### src/common/tec_pkg.sv
package tec_pkg;

   // ----------------------------------------------------------------
   // bus geometry and answers
   // ----------------------------------------------------------------
   localparam int unsigned TEC_ADDR_W = 9;
   localparam logic [1:0] TEC_RESP_OKAY = 2'h0;
   localparam logic [1:0] TEC_RESP_SLVERR = 2'h2;

   // ----------------------------------------------------------------
   // register indices (byte address is four times the index)
   // ----------------------------------------------------------------
   localparam logic [6:0] TEC_IDX_COUNTER_CONFIG = 7'h41;
   localparam logic [6:0] TEC_IDX_LINE_HIGH = 7'h42;
   localparam logic [6:0] TEC_IDX_LINE_LOW = 7'h43;
   localparam logic [6:0] TEC_IDX_PATH_HIGH = 7'h44;
   localparam logic [6:0] TEC_IDX_PATH_LOW = 7'h45;
   localparam logic [6:0] TEC_IDX_SYNC_HIGH = 7'h46;
   localparam logic [6:0] TEC_IDX_SYNC_LOW = 7'h47;
   localparam logic [6:0] TEC_IDX_LINE_MODE = 7'h50;

   // ----------------------------------------------------------------
   // counter_config fields
   // ----------------------------------------------------------------
   localparam int unsigned TEC_CFG_W = 7;
   localparam logic [TEC_CFG_W-1:0] TEC_CFG_RESET = 7'h00;
   localparam int unsigned TEC_CFG_EXCESS_ZERO = 0;
   localparam int unsigned TEC_CFG_SYNC_FUNC = 1;
   localparam int unsigned TEC_CFG_FS_REPORT = 2;
   localparam int unsigned TEC_CFG_E1_VIOL = 3;
   localparam int unsigned TEC_CFG_ACCUM_MODE = 4;
   localparam int unsigned TEC_CFG_INTERVAL = 5;
   localparam int unsigned TEC_CFG_MANUAL = 6;

   // ----------------------------------------------------------------
   // line_mode fields
   // ----------------------------------------------------------------
   localparam int unsigned TEC_MODE_W = 3;
   localparam logic [TEC_MODE_W-1:0] TEC_MODE_RESET = 3'h0;
   localparam int unsigned TEC_MODE_E1 = 0;
   localparam int unsigned TEC_MODE_ESF = 1;
   localparam int unsigned TEC_MODE_ZERO_SUBST = 2;

   // ----------------------------------------------------------------
   // counting constants
   // ----------------------------------------------------------------
   localparam int unsigned TEC_CNT_W = 16;
   localparam logic [15:0] TEC_COUNT_MAX = 16'hFFFF;
   localparam logic [15:0] TEC_COUNT_ZERO = 16'h0000;
   localparam int unsigned TEC_NUM_CNT = 3;
   localparam int unsigned TEC_CNT_LINE = 0;
   localparam int unsigned TEC_CNT_PATH = 1;
   localparam int unsigned TEC_CNT_SYNC = 2;
   localparam logic [4:0] TEC_ZEROS_PLAIN = 5'h10;
   localparam logic [4:0] TEC_ZEROS_SUBST = 5'h08;
   localparam logic [15:0] TEC_T1_SHORT_FRAMES = 16'h014D;
   localparam logic [15:0] TEC_E1_SHORT_FRAMES = 16'h01F4;
   localparam int unsigned TEC_FRAMES_PER_SECOND = 8000;

   // ----------------------------------------------------------------
   // carriers
   // ----------------------------------------------------------------
   typedef struct packed {
      logic awvalid;
      logic [TEC_ADDR_W-1:0] awaddr;
      logic wvalid;
      logic [31:0] wdata;
      logic [3:0] wstrb;
      logic bready;
      logic arvalid;
      logic [TEC_ADDR_W-1:0] araddr;
      logic rready;
   } tec_axi_req_s;

   typedef struct packed {
      logic awready;
      logic wready;
      logic bvalid;
      logic [1:0] bresp;
      logic arready;
      logic rvalid;
      logic [31:0] rdata;
      logic [1:0] rresp;
   } tec_axi_rsp_s;

   // receive framer events, same clock, strobes one cycle wide
   typedef struct packed {
      logic bit_strobe;
      logic mark_pos;
      logic mark_neg;
      logic subst_code;
      logic frame_start;
      logic multiframe_start;
      logic crc_error;
      logic ft_error;
      logic fs_error;
      logic fps_error;
      logic fas_error;
      logic receive_sync_lost;
      logic fas_sync_lost;
      logic crc4_sync_lost;
      logic fas_search;
   } tec_rx_s;

endpackage

### src/core/tec_sat_counter.sv
`timescale 1ns/100ps
module tec_sat_counter (
   input wire logic clock,
   input wire logic rst_b,
   input wire logic inc,
   input wire logic clear,
   output logic [tec_pkg::TEC_CNT_W-1:0] count
);
   import tec_pkg::*;

   typedef struct packed {
      logic [TEC_CNT_W-1:0] count;
   } tec_sat_state_s;

   tec_sat_state_s s_q;
   tec_sat_state_s s_d;

   // ----------------------------------------------------------------
   // saturating count, event in the clearing cycle starts new period
   // ----------------------------------------------------------------
   always_comb begin
      s_d = s_q;
      if (clear) begin
         s_d.count = inc ? TEC_COUNT_ZERO + 16'h0001 : TEC_COUNT_ZERO;
      end else if (inc && s_q.count != TEC_COUNT_MAX) begin
         s_d.count = s_q.count + 16'h0001;
      end
   end

   always_ff @(posedge clock or negedge rst_b) begin
      if (!rst_b) begin
         s_q <= '0;
      end else begin
         s_q <= s_d;
      end
   end

   assign count = s_q.count;

endmodule // tec_sat_counter

### src/core/tec_error_counters.sv
// Our own choice: the AXI4-Lite register port.
`timescale 1ns/100ps
// Summary of operation
// - T1 line counter counts bipolar violations, optionally excess zeros.
// - T1 line counter always runs, even while receive sync is lost.
// - excess zeros are 16-zero runs, or 8-zero runs with substitution.
// - E1 violation is same-polarity marks; HDB3 codewords excluded.
// - E1 select bit picks bipolar violations (0) or code violations (1).
// - E1 line counter counts regardless of any sync loss.
// - line counter saturates at 65535, never wraps.
// - line count high byte at 42h, low byte at 43h.
// - T1 ESF path counter counts CRC6 errors, Fs option ignored.
// - T1 D4 path counter counts Ft errors, plus Fs when enabled.
// - T1 path counter halts while receive sync is lost.
// - E1 path counter counts CRC4 errors, halted on FAS/CRC4 loss.
// - path count high byte at 44h, low byte at 45h.
// - T1 multiframe mode counts unsynced multiframes, only while receive sync is lost.
// - T1 F-bit mode counts Ft or FPS errors, halted on sync loss.
// - E1 sync counter counts FAS word errors, halted on sync loss.
// - E1 FAS errors ignored while searching for alignment.
// - sync loss count high byte at 46h, low byte at 47h.
// - outside accumulation mode, counts latch and clear each second, or every 333/500 frames.
// - in accumulation mode only, manual bit rising edge latches and clears on next clock.
// - every counter stops at its maximum value.
module tec_error_counters #(
   parameter int unsigned FRAMES_PER_SECOND = tec_pkg::TEC_FRAMES_PER_SECOND
) (
   input wire logic clock,
   input wire logic rst_b,
   input wire tec_pkg::tec_axi_req_s axi_req,
   output tec_pkg::tec_axi_rsp_s axi_rsp,
   input wire tec_pkg::tec_rx_s rx,
   output logic counts_updated
);
   import tec_pkg::*;

   localparam logic [15:0] SECOND_FRAMES = 16'(FRAMES_PER_SECOND);

   typedef struct packed {
      tec_axi_rsp_s rsp;
      logic [6:0] waddr_idx;
      logic [7:0] wbyte;
      logic wlane0;
      logic [TEC_CFG_W-1:0] cfg;
      logic [TEC_MODE_W-1:0] mode;
      logic manual_prev;
      logic update;
      logic [15:0] frame_cnt;
      logic mark_seen;
      logic last_pol;
      logic bpv_seen;
      logic last_bpv_pol;
      logic [4:0] zero_run;
      logic [TEC_NUM_CNT-1:0][TEC_CNT_W-1:0] snap;
   } tec_top_state_s;

   tec_top_state_s s_q;
   tec_top_state_s s_d;

   logic [TEC_NUM_CNT-1:0] evt;
   logic [TEC_NUM_CNT-1:0][TEC_CNT_W-1:0] cnt;
   logic update_now;
   logic [31:0] rd_data;
   logic [1:0] rd_resp;

   // ----------------------------------------------------------------
   // counters
   // ----------------------------------------------------------------
   genvar gi;
   generate
      for (gi = 0; gi < TEC_NUM_CNT; gi++) begin : g_cnt
         tec_sat_counter u_cnt (
            .clock(clock),
            .rst_b(rst_b),
            .inc(evt[gi]),
            .clear(update_now),
            .count(cnt[gi])
         );
      end
   endgenerate

   // ----------------------------------------------------------------
   // read decode
   // ----------------------------------------------------------------
   always_comb begin
      rd_data = 32'h0000_0000;
      rd_resp = TEC_RESP_OKAY;
      case (axi_req.araddr[TEC_ADDR_W-1:2])
         TEC_IDX_COUNTER_CONFIG: rd_data[TEC_CFG_W-1:0] = s_q.cfg;
         TEC_IDX_LINE_MODE: rd_data[TEC_MODE_W-1:0] = s_q.mode;
         TEC_IDX_LINE_HIGH: begin
            rd_data[7:0] = s_q.snap[TEC_CNT_LINE][15:8];
         end
         TEC_IDX_LINE_LOW: begin
            rd_data[7:0] = s_q.snap[TEC_CNT_LINE][7:0];
         end
         TEC_IDX_PATH_HIGH: begin
            rd_data[7:0] = s_q.snap[TEC_CNT_PATH][15:8];
         end
         TEC_IDX_PATH_LOW: begin
            rd_data[7:0] = s_q.snap[TEC_CNT_PATH][7:0];
         end
         TEC_IDX_SYNC_HIGH: begin
            rd_data[7:0] = s_q.snap[TEC_CNT_SYNC][15:8];
         end
         TEC_IDX_SYNC_LOW: begin
            rd_data[7:0] = s_q.snap[TEC_CNT_SYNC][7:0];
         end
         default: rd_resp = TEC_RESP_SLVERR;
      endcase
   end

   // ----------------------------------------------------------------
   // next state
   // ----------------------------------------------------------------
   always_comb begin
      logic e1;
      logic esf;
      logic subst;
      logic mark;
      logic bpv;
      logic bpv_counted;
      logic cv;
      logic exz;
      logic [4:0] zero_limit;
      logic [15:0] target;
      logic auto_hit;
      logic manual_edge;
      logic [TEC_CFG_W-1:0] c;

      mark = 1'b0;
      bpv = 1'b0;
      bpv_counted = 1'b0;
      cv = 1'b0;
      exz = 1'b0;
      zero_limit = TEC_ZEROS_PLAIN;
      target = SECOND_FRAMES;
      auto_hit = 1'b0;
      manual_edge = 1'b0;
      evt = '0;
      update_now = 1'b0;
      s_d = s_q;
      c = s_q.cfg;
      e1 = s_q.mode[TEC_MODE_E1];
      esf = s_q.mode[TEC_MODE_ESF];
      subst = s_q.mode[TEC_MODE_ZERO_SUBST];

      // ---------------------------------------------------------------
      // line code decode
      // ---------------------------------------------------------------
      mark = rx.bit_strobe && (rx.mark_pos != rx.mark_neg);
      bpv = mark && s_q.mark_seen && (rx.mark_pos == s_q.last_pol);
      bpv_counted = bpv && !(subst && rx.subst_code);
      cv = bpv && s_q.bpv_seen && (rx.mark_pos == s_q.last_bpv_pol);
      zero_limit = subst ? TEC_ZEROS_SUBST : TEC_ZEROS_PLAIN;
      exz = 1'b0;
      if (mark) begin
         s_d.mark_seen = 1'b1;
         s_d.last_pol = rx.mark_pos;
         s_d.zero_run = 5'h00;
      end else if (rx.bit_strobe && s_q.zero_run != zero_limit) begin
         s_d.zero_run = s_q.zero_run + 5'h01;
         exz = (s_q.zero_run + 5'h01) == zero_limit;
      end
      if (bpv) begin
         s_d.bpv_seen = 1'b1;
         s_d.last_bpv_pol = rx.mark_pos;
      end

      // ---------------------------------------------------------------
      // counted events
      // ---------------------------------------------------------------
      if (e1) begin
         evt[TEC_CNT_LINE] = c[TEC_CFG_E1_VIOL]
            ? cv : bpv_counted;
         evt[TEC_CNT_PATH] = rx.crc_error && !rx.fas_sync_lost
            && !rx.crc4_sync_lost;
         evt[TEC_CNT_SYNC] = rx.fas_error && !rx.receive_sync_lost
            && !rx.fas_search;
      end else begin
         evt[TEC_CNT_LINE] = bpv_counted
            || (c[TEC_CFG_EXCESS_ZERO] && exz);
         if (esf) begin
            evt[TEC_CNT_PATH] = rx.crc_error;
         end else begin
            evt[TEC_CNT_PATH] = rx.ft_error
               || (c[TEC_CFG_FS_REPORT] && rx.fs_error);
         end
         if (rx.receive_sync_lost) begin
            evt[TEC_CNT_PATH] = 1'b0;
         end
         if (c[TEC_CFG_SYNC_FUNC]) begin
            evt[TEC_CNT_SYNC] = rx.multiframe_start
               && rx.receive_sync_lost;
         end else begin
            evt[TEC_CNT_SYNC] = (esf ? rx.fps_error : rx.ft_error)
               && !rx.receive_sync_lost;
         end
      end

      // ---------------------------------------------------------------
      // update timing
      // ---------------------------------------------------------------
      if (c[TEC_CFG_INTERVAL]) begin
         target = e1 ? TEC_E1_SHORT_FRAMES : TEC_T1_SHORT_FRAMES;
      end else begin
         target = SECOND_FRAMES;
      end
      auto_hit = !c[TEC_CFG_ACCUM_MODE] && rx.frame_start
         && (s_q.frame_cnt >= target - 16'h0001);
      manual_edge = c[TEC_CFG_ACCUM_MODE] && c[TEC_CFG_MANUAL]
         && !s_q.manual_prev;
      s_d.manual_prev = c[TEC_CFG_MANUAL];
      update_now = auto_hit || manual_edge;
      s_d.update = update_now;
      if (update_now || c[TEC_CFG_ACCUM_MODE]) begin
         s_d.frame_cnt = 16'h0000;
      end else if (rx.frame_start) begin
         s_d.frame_cnt = s_q.frame_cnt + 16'h0001;
      end
      if (update_now) begin
         s_d.snap = cnt;
      end

      // ---------------------------------------------------------------
      // bus write
      // ---------------------------------------------------------------
      if (s_q.rsp.awready && axi_req.awvalid) begin
         s_d.rsp.awready = 1'b0;
         s_d.waddr_idx = axi_req.awaddr[TEC_ADDR_W-1:2];
      end
      if (s_q.rsp.wready && axi_req.wvalid) begin
         s_d.rsp.wready = 1'b0;
         s_d.wbyte = axi_req.wdata[7:0];
         s_d.wlane0 = axi_req.wstrb[0];
      end
      if (!s_q.rsp.awready && !s_q.rsp.wready && !s_q.rsp.bvalid) begin
         s_d.rsp.bvalid = 1'b1;
         s_d.rsp.bresp = TEC_RESP_OKAY;
         case (s_q.waddr_idx)
            TEC_IDX_COUNTER_CONFIG: begin
               if (s_q.wlane0) begin
                  s_d.cfg = s_q.wbyte[TEC_CFG_W-1:0];
               end
            end
            TEC_IDX_LINE_MODE: begin
               if (s_q.wlane0) begin
                  s_d.mode = s_q.wbyte[TEC_MODE_W-1:0];
               end
            end
            TEC_IDX_LINE_HIGH, TEC_IDX_LINE_LOW, TEC_IDX_PATH_HIGH,
            TEC_IDX_PATH_LOW, TEC_IDX_SYNC_HIGH, TEC_IDX_SYNC_LOW: begin
               s_d.rsp.bresp = TEC_RESP_OKAY;
            end
            default: s_d.rsp.bresp = TEC_RESP_SLVERR;
         endcase
      end
      if (s_q.rsp.bvalid && axi_req.bready) begin
         s_d.rsp.bvalid = 1'b0;
         s_d.rsp.awready = 1'b1;
         s_d.rsp.wready = 1'b1;
      end

      // ---------------------------------------------------------------
      // bus read
      // ---------------------------------------------------------------
      if (s_q.rsp.arready && axi_req.arvalid) begin
         s_d.rsp.arready = 1'b0;
         s_d.rsp.rvalid = 1'b1;
         s_d.rsp.rdata = rd_data;
         s_d.rsp.rresp = rd_resp;
      end
      if (s_q.rsp.rvalid && axi_req.rready) begin
         s_d.rsp.rvalid = 1'b0;
         s_d.rsp.arready = 1'b1;
      end
   end

   // ----------------------------------------------------------------
   // state register
   // ----------------------------------------------------------------
   always_ff @(posedge clock or negedge rst_b) begin
      if (!rst_b) begin
         s_q <= '0;
         s_q.rsp.awready <= 1'b1;
         s_q.rsp.wready <= 1'b1;
         s_q.rsp.arready <= 1'b1;
         s_q.cfg <= TEC_CFG_RESET;
         s_q.mode <= TEC_MODE_RESET;
      end else begin
         s_q <= s_d;
      end
   end

   assign axi_rsp = s_q.rsp;
   assign counts_updated = s_q.update;

endmodule // tec_error_counters

### config.mk
export PLATFORM = sky130hd
export DESIGN_NAME = tec_error_counters
export DESIGN_NICKNAME = d
export VERILOG_FILES = /design/src/common/tec_pkg.sv /design/src/core/tec_sat_counter.sv /design/src/core/tec_error_counters.sv
export SDC_FILE = /design/constraint.sdc
export NUM_CORES = 1
export LEC_CHECK = 0
export ABC_AREA = 0
export BUFFER_PORTS_ARGS = -buffer_cell sky130_fd_sc_hd__buf_2
export CAP_MARGIN = 25
export CELL_PAD_IN_SITES_DETAIL_PLACEMENT = 1
export CELL_PAD_IN_SITES_GLOBAL_PLACEMENT = 2
export CORE_MARGIN = 2
export CORE_UTILIZATION = 40
export CTS_CLUSTER_DIAMETER = 30
export DETAILED_ROUTE_END_ITERATION = 10
export HOLD_SLACK_MARGIN = 0.1
export PLACE_DENSITY = 0.88
export SLEW_MARGIN = 40
export SYNTH_ARGS = -nofsm -noshare
export SYNTH_HDL_FRONTEND = slang
export SYNTH_SLANG_ARGS = --single-unit
### constraint.sdc
create_clock -name clock -period 6.9 [get_ports clock]
set_input_delay 1.035 -clock clock [delete_from_list [all_inputs] [get_ports clock]]
set_output_delay 1.035 -clock clock [all_outputs]
set_load 0.01 [all_outputs]
== Yosys cells after proc, flatten, opt, wreduce, memory -nomap -nowiden ==
Index checks and enable logic that the tools add are counted.
Widths: inputs -> output; s select.

* Bits in registers: 165
* Bits of input ports: 76
* Output and inout bits: 42
* Logic and storage cells: 150

* Add/subtract/negate cells: 6
* Magnitude comparators: 1
* Equal/unequal tests: 24
* Multiplexer cells: 35
* Reductions and logical operators: 57

{| class="wikitable"
|+ Operator list
! operator !! number
|-
| $mux 16 || 8
|-
| $eq 7x7->1 const B || 16
|-
| $add 16x1->16 const B || 4
|-
| $ne 16x16->1 const B || 3
|-
| $mux 36 || 1
|-
| $logic_and 1x1->1 || 30
|-
| $pmux 4 s7 || 1
|-
| $pmux 3 s8 || 1
|-
| $reduce_bool 2->1 || 9
|-
| $ge 16x16->1 || 1
|-
| $reduce_or 8->1 || 2
|-
| $sub 16x1->16 const B || 1
|-
| $mux 5 || 3
|-
| $mux 13 || 1
|-
| $mux 1 || 12
|-
| $logic_not 1->1 || 10
|-
| $mux 3 || 3
|-
| $mux 8 || 1
|-
| $mux 2 || 3
|-
| $pmux 1 s6 || 1
|-
| $reduce_and 3->1 || 2
|-
| $add 5x1->5 const B || 1
|-
| $eq 5x5->1 || 1
|-
| $ne 5x5->1 || 1
|-
| 3 further kinds || 7
|}

== Logic depth before layout (Yosys ltp) ==
* Word-level depth: 11
* Depth in mapped cells: 15
* Depth with buffers taken out: 11

== Modules after synthesis ==
A second synthesis with hierarchy kept.

* Cell total of the unflattened synthesis: 853
* Area total of the unflattened synthesis: 8997.4 um^2

{| class="wikitable"
|+ By module, submodules not included
! module !! instances !! cells each !! area an instance (um^2) !! seq. area each (um^2)
|-
| tec_error_counters || 1 || 547 || 6118.4 || 2881.5
|-
| tec_sat_counter || 3 || 102 || 959.7 || 400.4
|}

== Worst setup path before layout ==
No wires, ideal clock.

* Kind: register to register
* From: register s_q[75] in the netlist's numbering
* To: register s_q[13] in the netlist's numbering
* Library setup time: 0.127 ns
* Arrival time: 2.710 ns
* Data required time: 6.773 ns
* Path slack: 4.063 ns
* Stages on the path, launching flop included: 15
* Path buffers: 3
* Period minus slack after synthesis: 2.837 ns
* Cells stage by stage: dfrtp_1 inv_1 nand2_1 inv_1 ha_1 o21a_1 o211ai_1 a311o_2 a211o_4 and2_4 buf_6 inv_4 buf_12 buf_12 mux2_1

* Cells in the longest elaborated chain, start to end: 6

{| class="wikitable"
|+ Ends and longest elaborated chain
! element !! line !! text
|-
| start, declared || tec_error_counters.sv:57 || <nowiki>tec_top_state_s s_q;</nowiki>
|-
| $mux 8 || tec_error_counters.sv:205 || <nowiki>target = e1 ? TEC_E1_SHORT_FRAMES : TEC_T1_SHORT_FRAMES;</nowiki>
|-
| $mux 13 || tec_error_counters.sv:204 || <nowiki>if (c[TEC_CFG_INTERVAL]) begin</nowiki>
|-
| $sub 16x1->16 || tec_error_counters.sv:210 || <nowiki>&& (s_q.frame_cnt >= target - 16'h0001);</nowiki>
|-
| $ge 16x16->1 || tec_error_counters.sv:210 ||
|-
| $logic_and 1x1->1 || tec_error_counters.sv:210 ||
|-
| $logic_or 1x1->1 || tec_error_counters.sv:214 || <nowiki>update_now = auto_hit || manual_edge;</nowiki>
|}

Every way passes these cells.
A chain may end at the register's enable or synchronous reset.

== Final worst setup path ==
* From: register s_q[75] in the netlist's numbering
* To: register s_q[44] in the netlist's numbering

Same word-level chain as after synthesis.

==> results.yml <==
outcome:
  outcome: "finished, final reports clean"
yosys:
  yosysMostFrequentCell: "dfrtp_1"
  yosys.area.top_type_share_pct: 46.9
  syn-cell-area_mm2: 0.00854
  synth-main-ff-cell: "dfrtp_1"
  synth_area_leaders: "dfrtp_1, mux2_2, buf_4"
  synth-seq-cells: 163
  ys_warn_count: 0
  yosysSeqAreaShare_pct: 47.8
  yosys.cell_types.count: 64
  yosysTopAreaCell: "dfrtp_1"
  synth_edf_count: 0
  ys_async_sr_fraction_pct: 100
  avgSynthCellArea_um2: 10.6
  syn_inst: 803
  synth_commonest_cells: "dfrtp_1, mux2_2, nor2_1"
timing:
  worst_slew_pin_slew_ns: 0.774
  fmax_ghz: 0.264
  hold_viol: 0
  fin_crit_ns: 3.79
  period_share_pct: 55.0
  fin_tns_setup_ns: 0
  finalSetupViolCount: 0
  maxSlewViolCount: 0
  finClkSkew_ns: 0.00987
  maxSlewHeadroom_pct: 48.4
  rsz0062_at_grt: "no"
drt:
  drtIter0Drc: 352
  drc: 0
  post_drt_wl_per_cell_um: 18.1
  vias: 6002
  routed_wl_mm: 20.3
  ant_nets: 0
  avgViaCountPerCell: 5.35
  firstDrtPassIters: 4
global_routing:
  grt_pass1_vias: 6034
  antenna_found_initial: 2
  grt_pass1_wl_mm: 33.0
  grt-ovfl-total: 0
  grt_usage_pct: 18.9
  grt_max_degree: 97
clocking:
  cts_tree: "done"
  cts_buffers: 17
  cts.path.max_buffers: 2
  post_cts_resized: 0
  cts.sinks: 163
  cts_setup_buffers: 0
  clock_latency_ns: 0.43
  hold_buffers: 0
  htreeDepth: 4
  clk_pin_slew_worst_paths_ns: 0.06
  cts_root_buf: "clkbuf_16"
cells_and_area:
  stdcell_count: 1122
  layout-drive-gt1-share_pct: 20.9
  layout.nets: 927
  area_growth_syn_to_layout_pct: 9.34
  final_cell_area_mm2: 0.00934
  fin_util_pct: 44.4
placed_design:
  numPortBuffers: 59
  placed_cells: 1088
  gp_congestion: 0.771
  place_area_mm2: 0.00877
  dp.final_hpwl_mm: 13.9
run:
  drv_cap: 0
critical_path:
  cp_slowest_cell: "inv_4"
  startpoint_type: "flop"
  crit_fanout: 65
  critical_path.max_stage_delay_ns: 0.61
  path_cells: "inv_1, nand2_1, inv_1, ha_1, o21a_1, o211ai_1, a311o_2, a211o_4, and2_4, inv_4, mux2_2"
  crit_type: "reg -> reg"
  cp_top_family: "compound AO/OA/AOI/OAI gates"
  cp_common_cell: "inv_1"
  arrival_ns: 4.11
  path_buf_inv: 3
  critPathRequiredTime_ns: 7.21
  endpoint_kind: "flop"
power:
  irDropWorstVdd_mv: 0.162
  powerDensity_mw_per_mm2: 279
  p_leak_nw: 4.27
min_path:
  hold_class: "reg -> reg"
floorplanning:
  dieArea_mm2: 0.0225
  rows: 53
  coreArea_mm2: 0.0210
  die_y_um: 150
  die_x_um: 150
  ios: 118
  start_util_pct: 40.6
## logic make-up (layout without fill, tap and decap cells)
family	count (synthesis)	after routing	share of synthesized area (%)
fa+ha+maj	19	19	2.78
mux	93	93	12.7
compound gates	123	123	9.06
other cells	1	28	0.0439
simple gates	257	257	15.5
buf+inv	103	120	7.64
flops	163	163	47.8
xor+xnor	44	44	4.51
## power breakdown
part           switching, W  internal, W  total [W]
clock network      0.000399     0.000516   0.000915
registers          0.000156      0.00110    0.00125
logic              0.000237     0.000200   0.000437
total              0.000792      0.00181    0.00261
## area by class of cell
cell class                 count  area [um2]
sequential                   163        4080
antenna                        2        5.00
fill                        2320       11700
multi-input combinational    562        3920
clock buffer                  21         460
tap                          275         344
timing repair buffer          60         317
clock inverter                11         104
inverter                      28         108
## per-stage QoR
step,hold slack [ns],worst slack (ns),power (W)
2_1_floorplan,0.385,4.06,0.00156
3_3_place_gp,0.427,3.09,0.00167
3_5_place_dp,0.435,3.04,0.00170
4_1_cts,0.463,3.05,0.00263
5_1_grt,0.494,2.88,0.00275
6_report,0.453,3.11,0.00261
## worst register-to-register path, cell delays in order, from the launching register on
cell and delay [ns]:
dfrtp_1 0.52, inv_1 0.26, nand2_1 0.18, inv_1 0.08, ha_1 0.29, o21a_1 0.12
o211ai_1 0.08, a311o_2 0.40, a211o_4 0.40, and2_4 0.30, inv_4 0.62, mux2_2 0.46
## metal layers
layer | wire, um | vias up | GRT usage, %
li1 | - | 2846 | -
met4 | 205 | 0 | 4.81
met2 | 9480 | 98 | 30.0
met5 | 0 | - | 0
met1 | 9590 | 3042 | 26.4
met3 | 981 | 16 | 4.15
## flip-flops by register name (all words and copies together) (netlist names)
name	count
g_cnt.u_cnt.count	48
counts_updated	1
s_q	98
axi_rsp	15
s_d	1
## final timing paths
check                              from                        to  slack [ns]  depth (start not counted)
min in group asynchronous         rst_b                   s_q[71]        0.63                          1
max in group asynchronous         rst_b  g_cnt[2].u_cnt.count[12]        5.20                          2
worst min register to register  s_d[74]                   s_q[74]        0.45                          0
worst max-delay path            s_q[75]                   s_q[44]        3.11                         11
worst min-delay path            s_d[74]                   s_q[74]        0.45                          0
worst max register to register  s_q[75]                   s_q[44]        3.11                         11
## placed cells by master, fill, tap and decap left out, types with 5 or more instances in the layout
| cell | synthesis | routed |
|---|---|---|
| mux2i_1 | 16 | 16 |
| o211ai_1 | 5 | 5 |
| o21a_1 | 5 | 5 |
| inv_1 | 27 | 27 |
| or3_1 | 21 | 21 |
| a21oi_1 | 33 | 33 |
| dfrtp_1 | 160 | 160 |
| o21ai_0 | 42 | 42 |
| and4_1 | 7 | 7 |
| xor2_1 | 26 | 26 |
| xnor2_1 | 18 | 18 |
| nand4_1 | 23 | 23 |
| nor2_1 | 61 | 61 |
| ha_1 | 19 | 19 |
| mux2_2 | 71 | 71 |
| clkinvlp_4 | 0 | 5 |
| nor3_1 | 14 | 14 |
| nor2b_1 | 5 | 5 |
| mux4_2 | 5 | 5 |
| buf_2 | 2 | 58 |
| nand3_1 | 36 | 36 |
| and3_1 | 10 | 10 |
| clkbuf_16 | 0 | 17 |
| conb_1 | 1 | 26 |
| a211oi_1 | 5 | 5 |
| nand2b_1 | 6 | 6 |
| nand2_1 | 49 | 49 |
No activity file was read; power rests on OpenSTA's default activity.
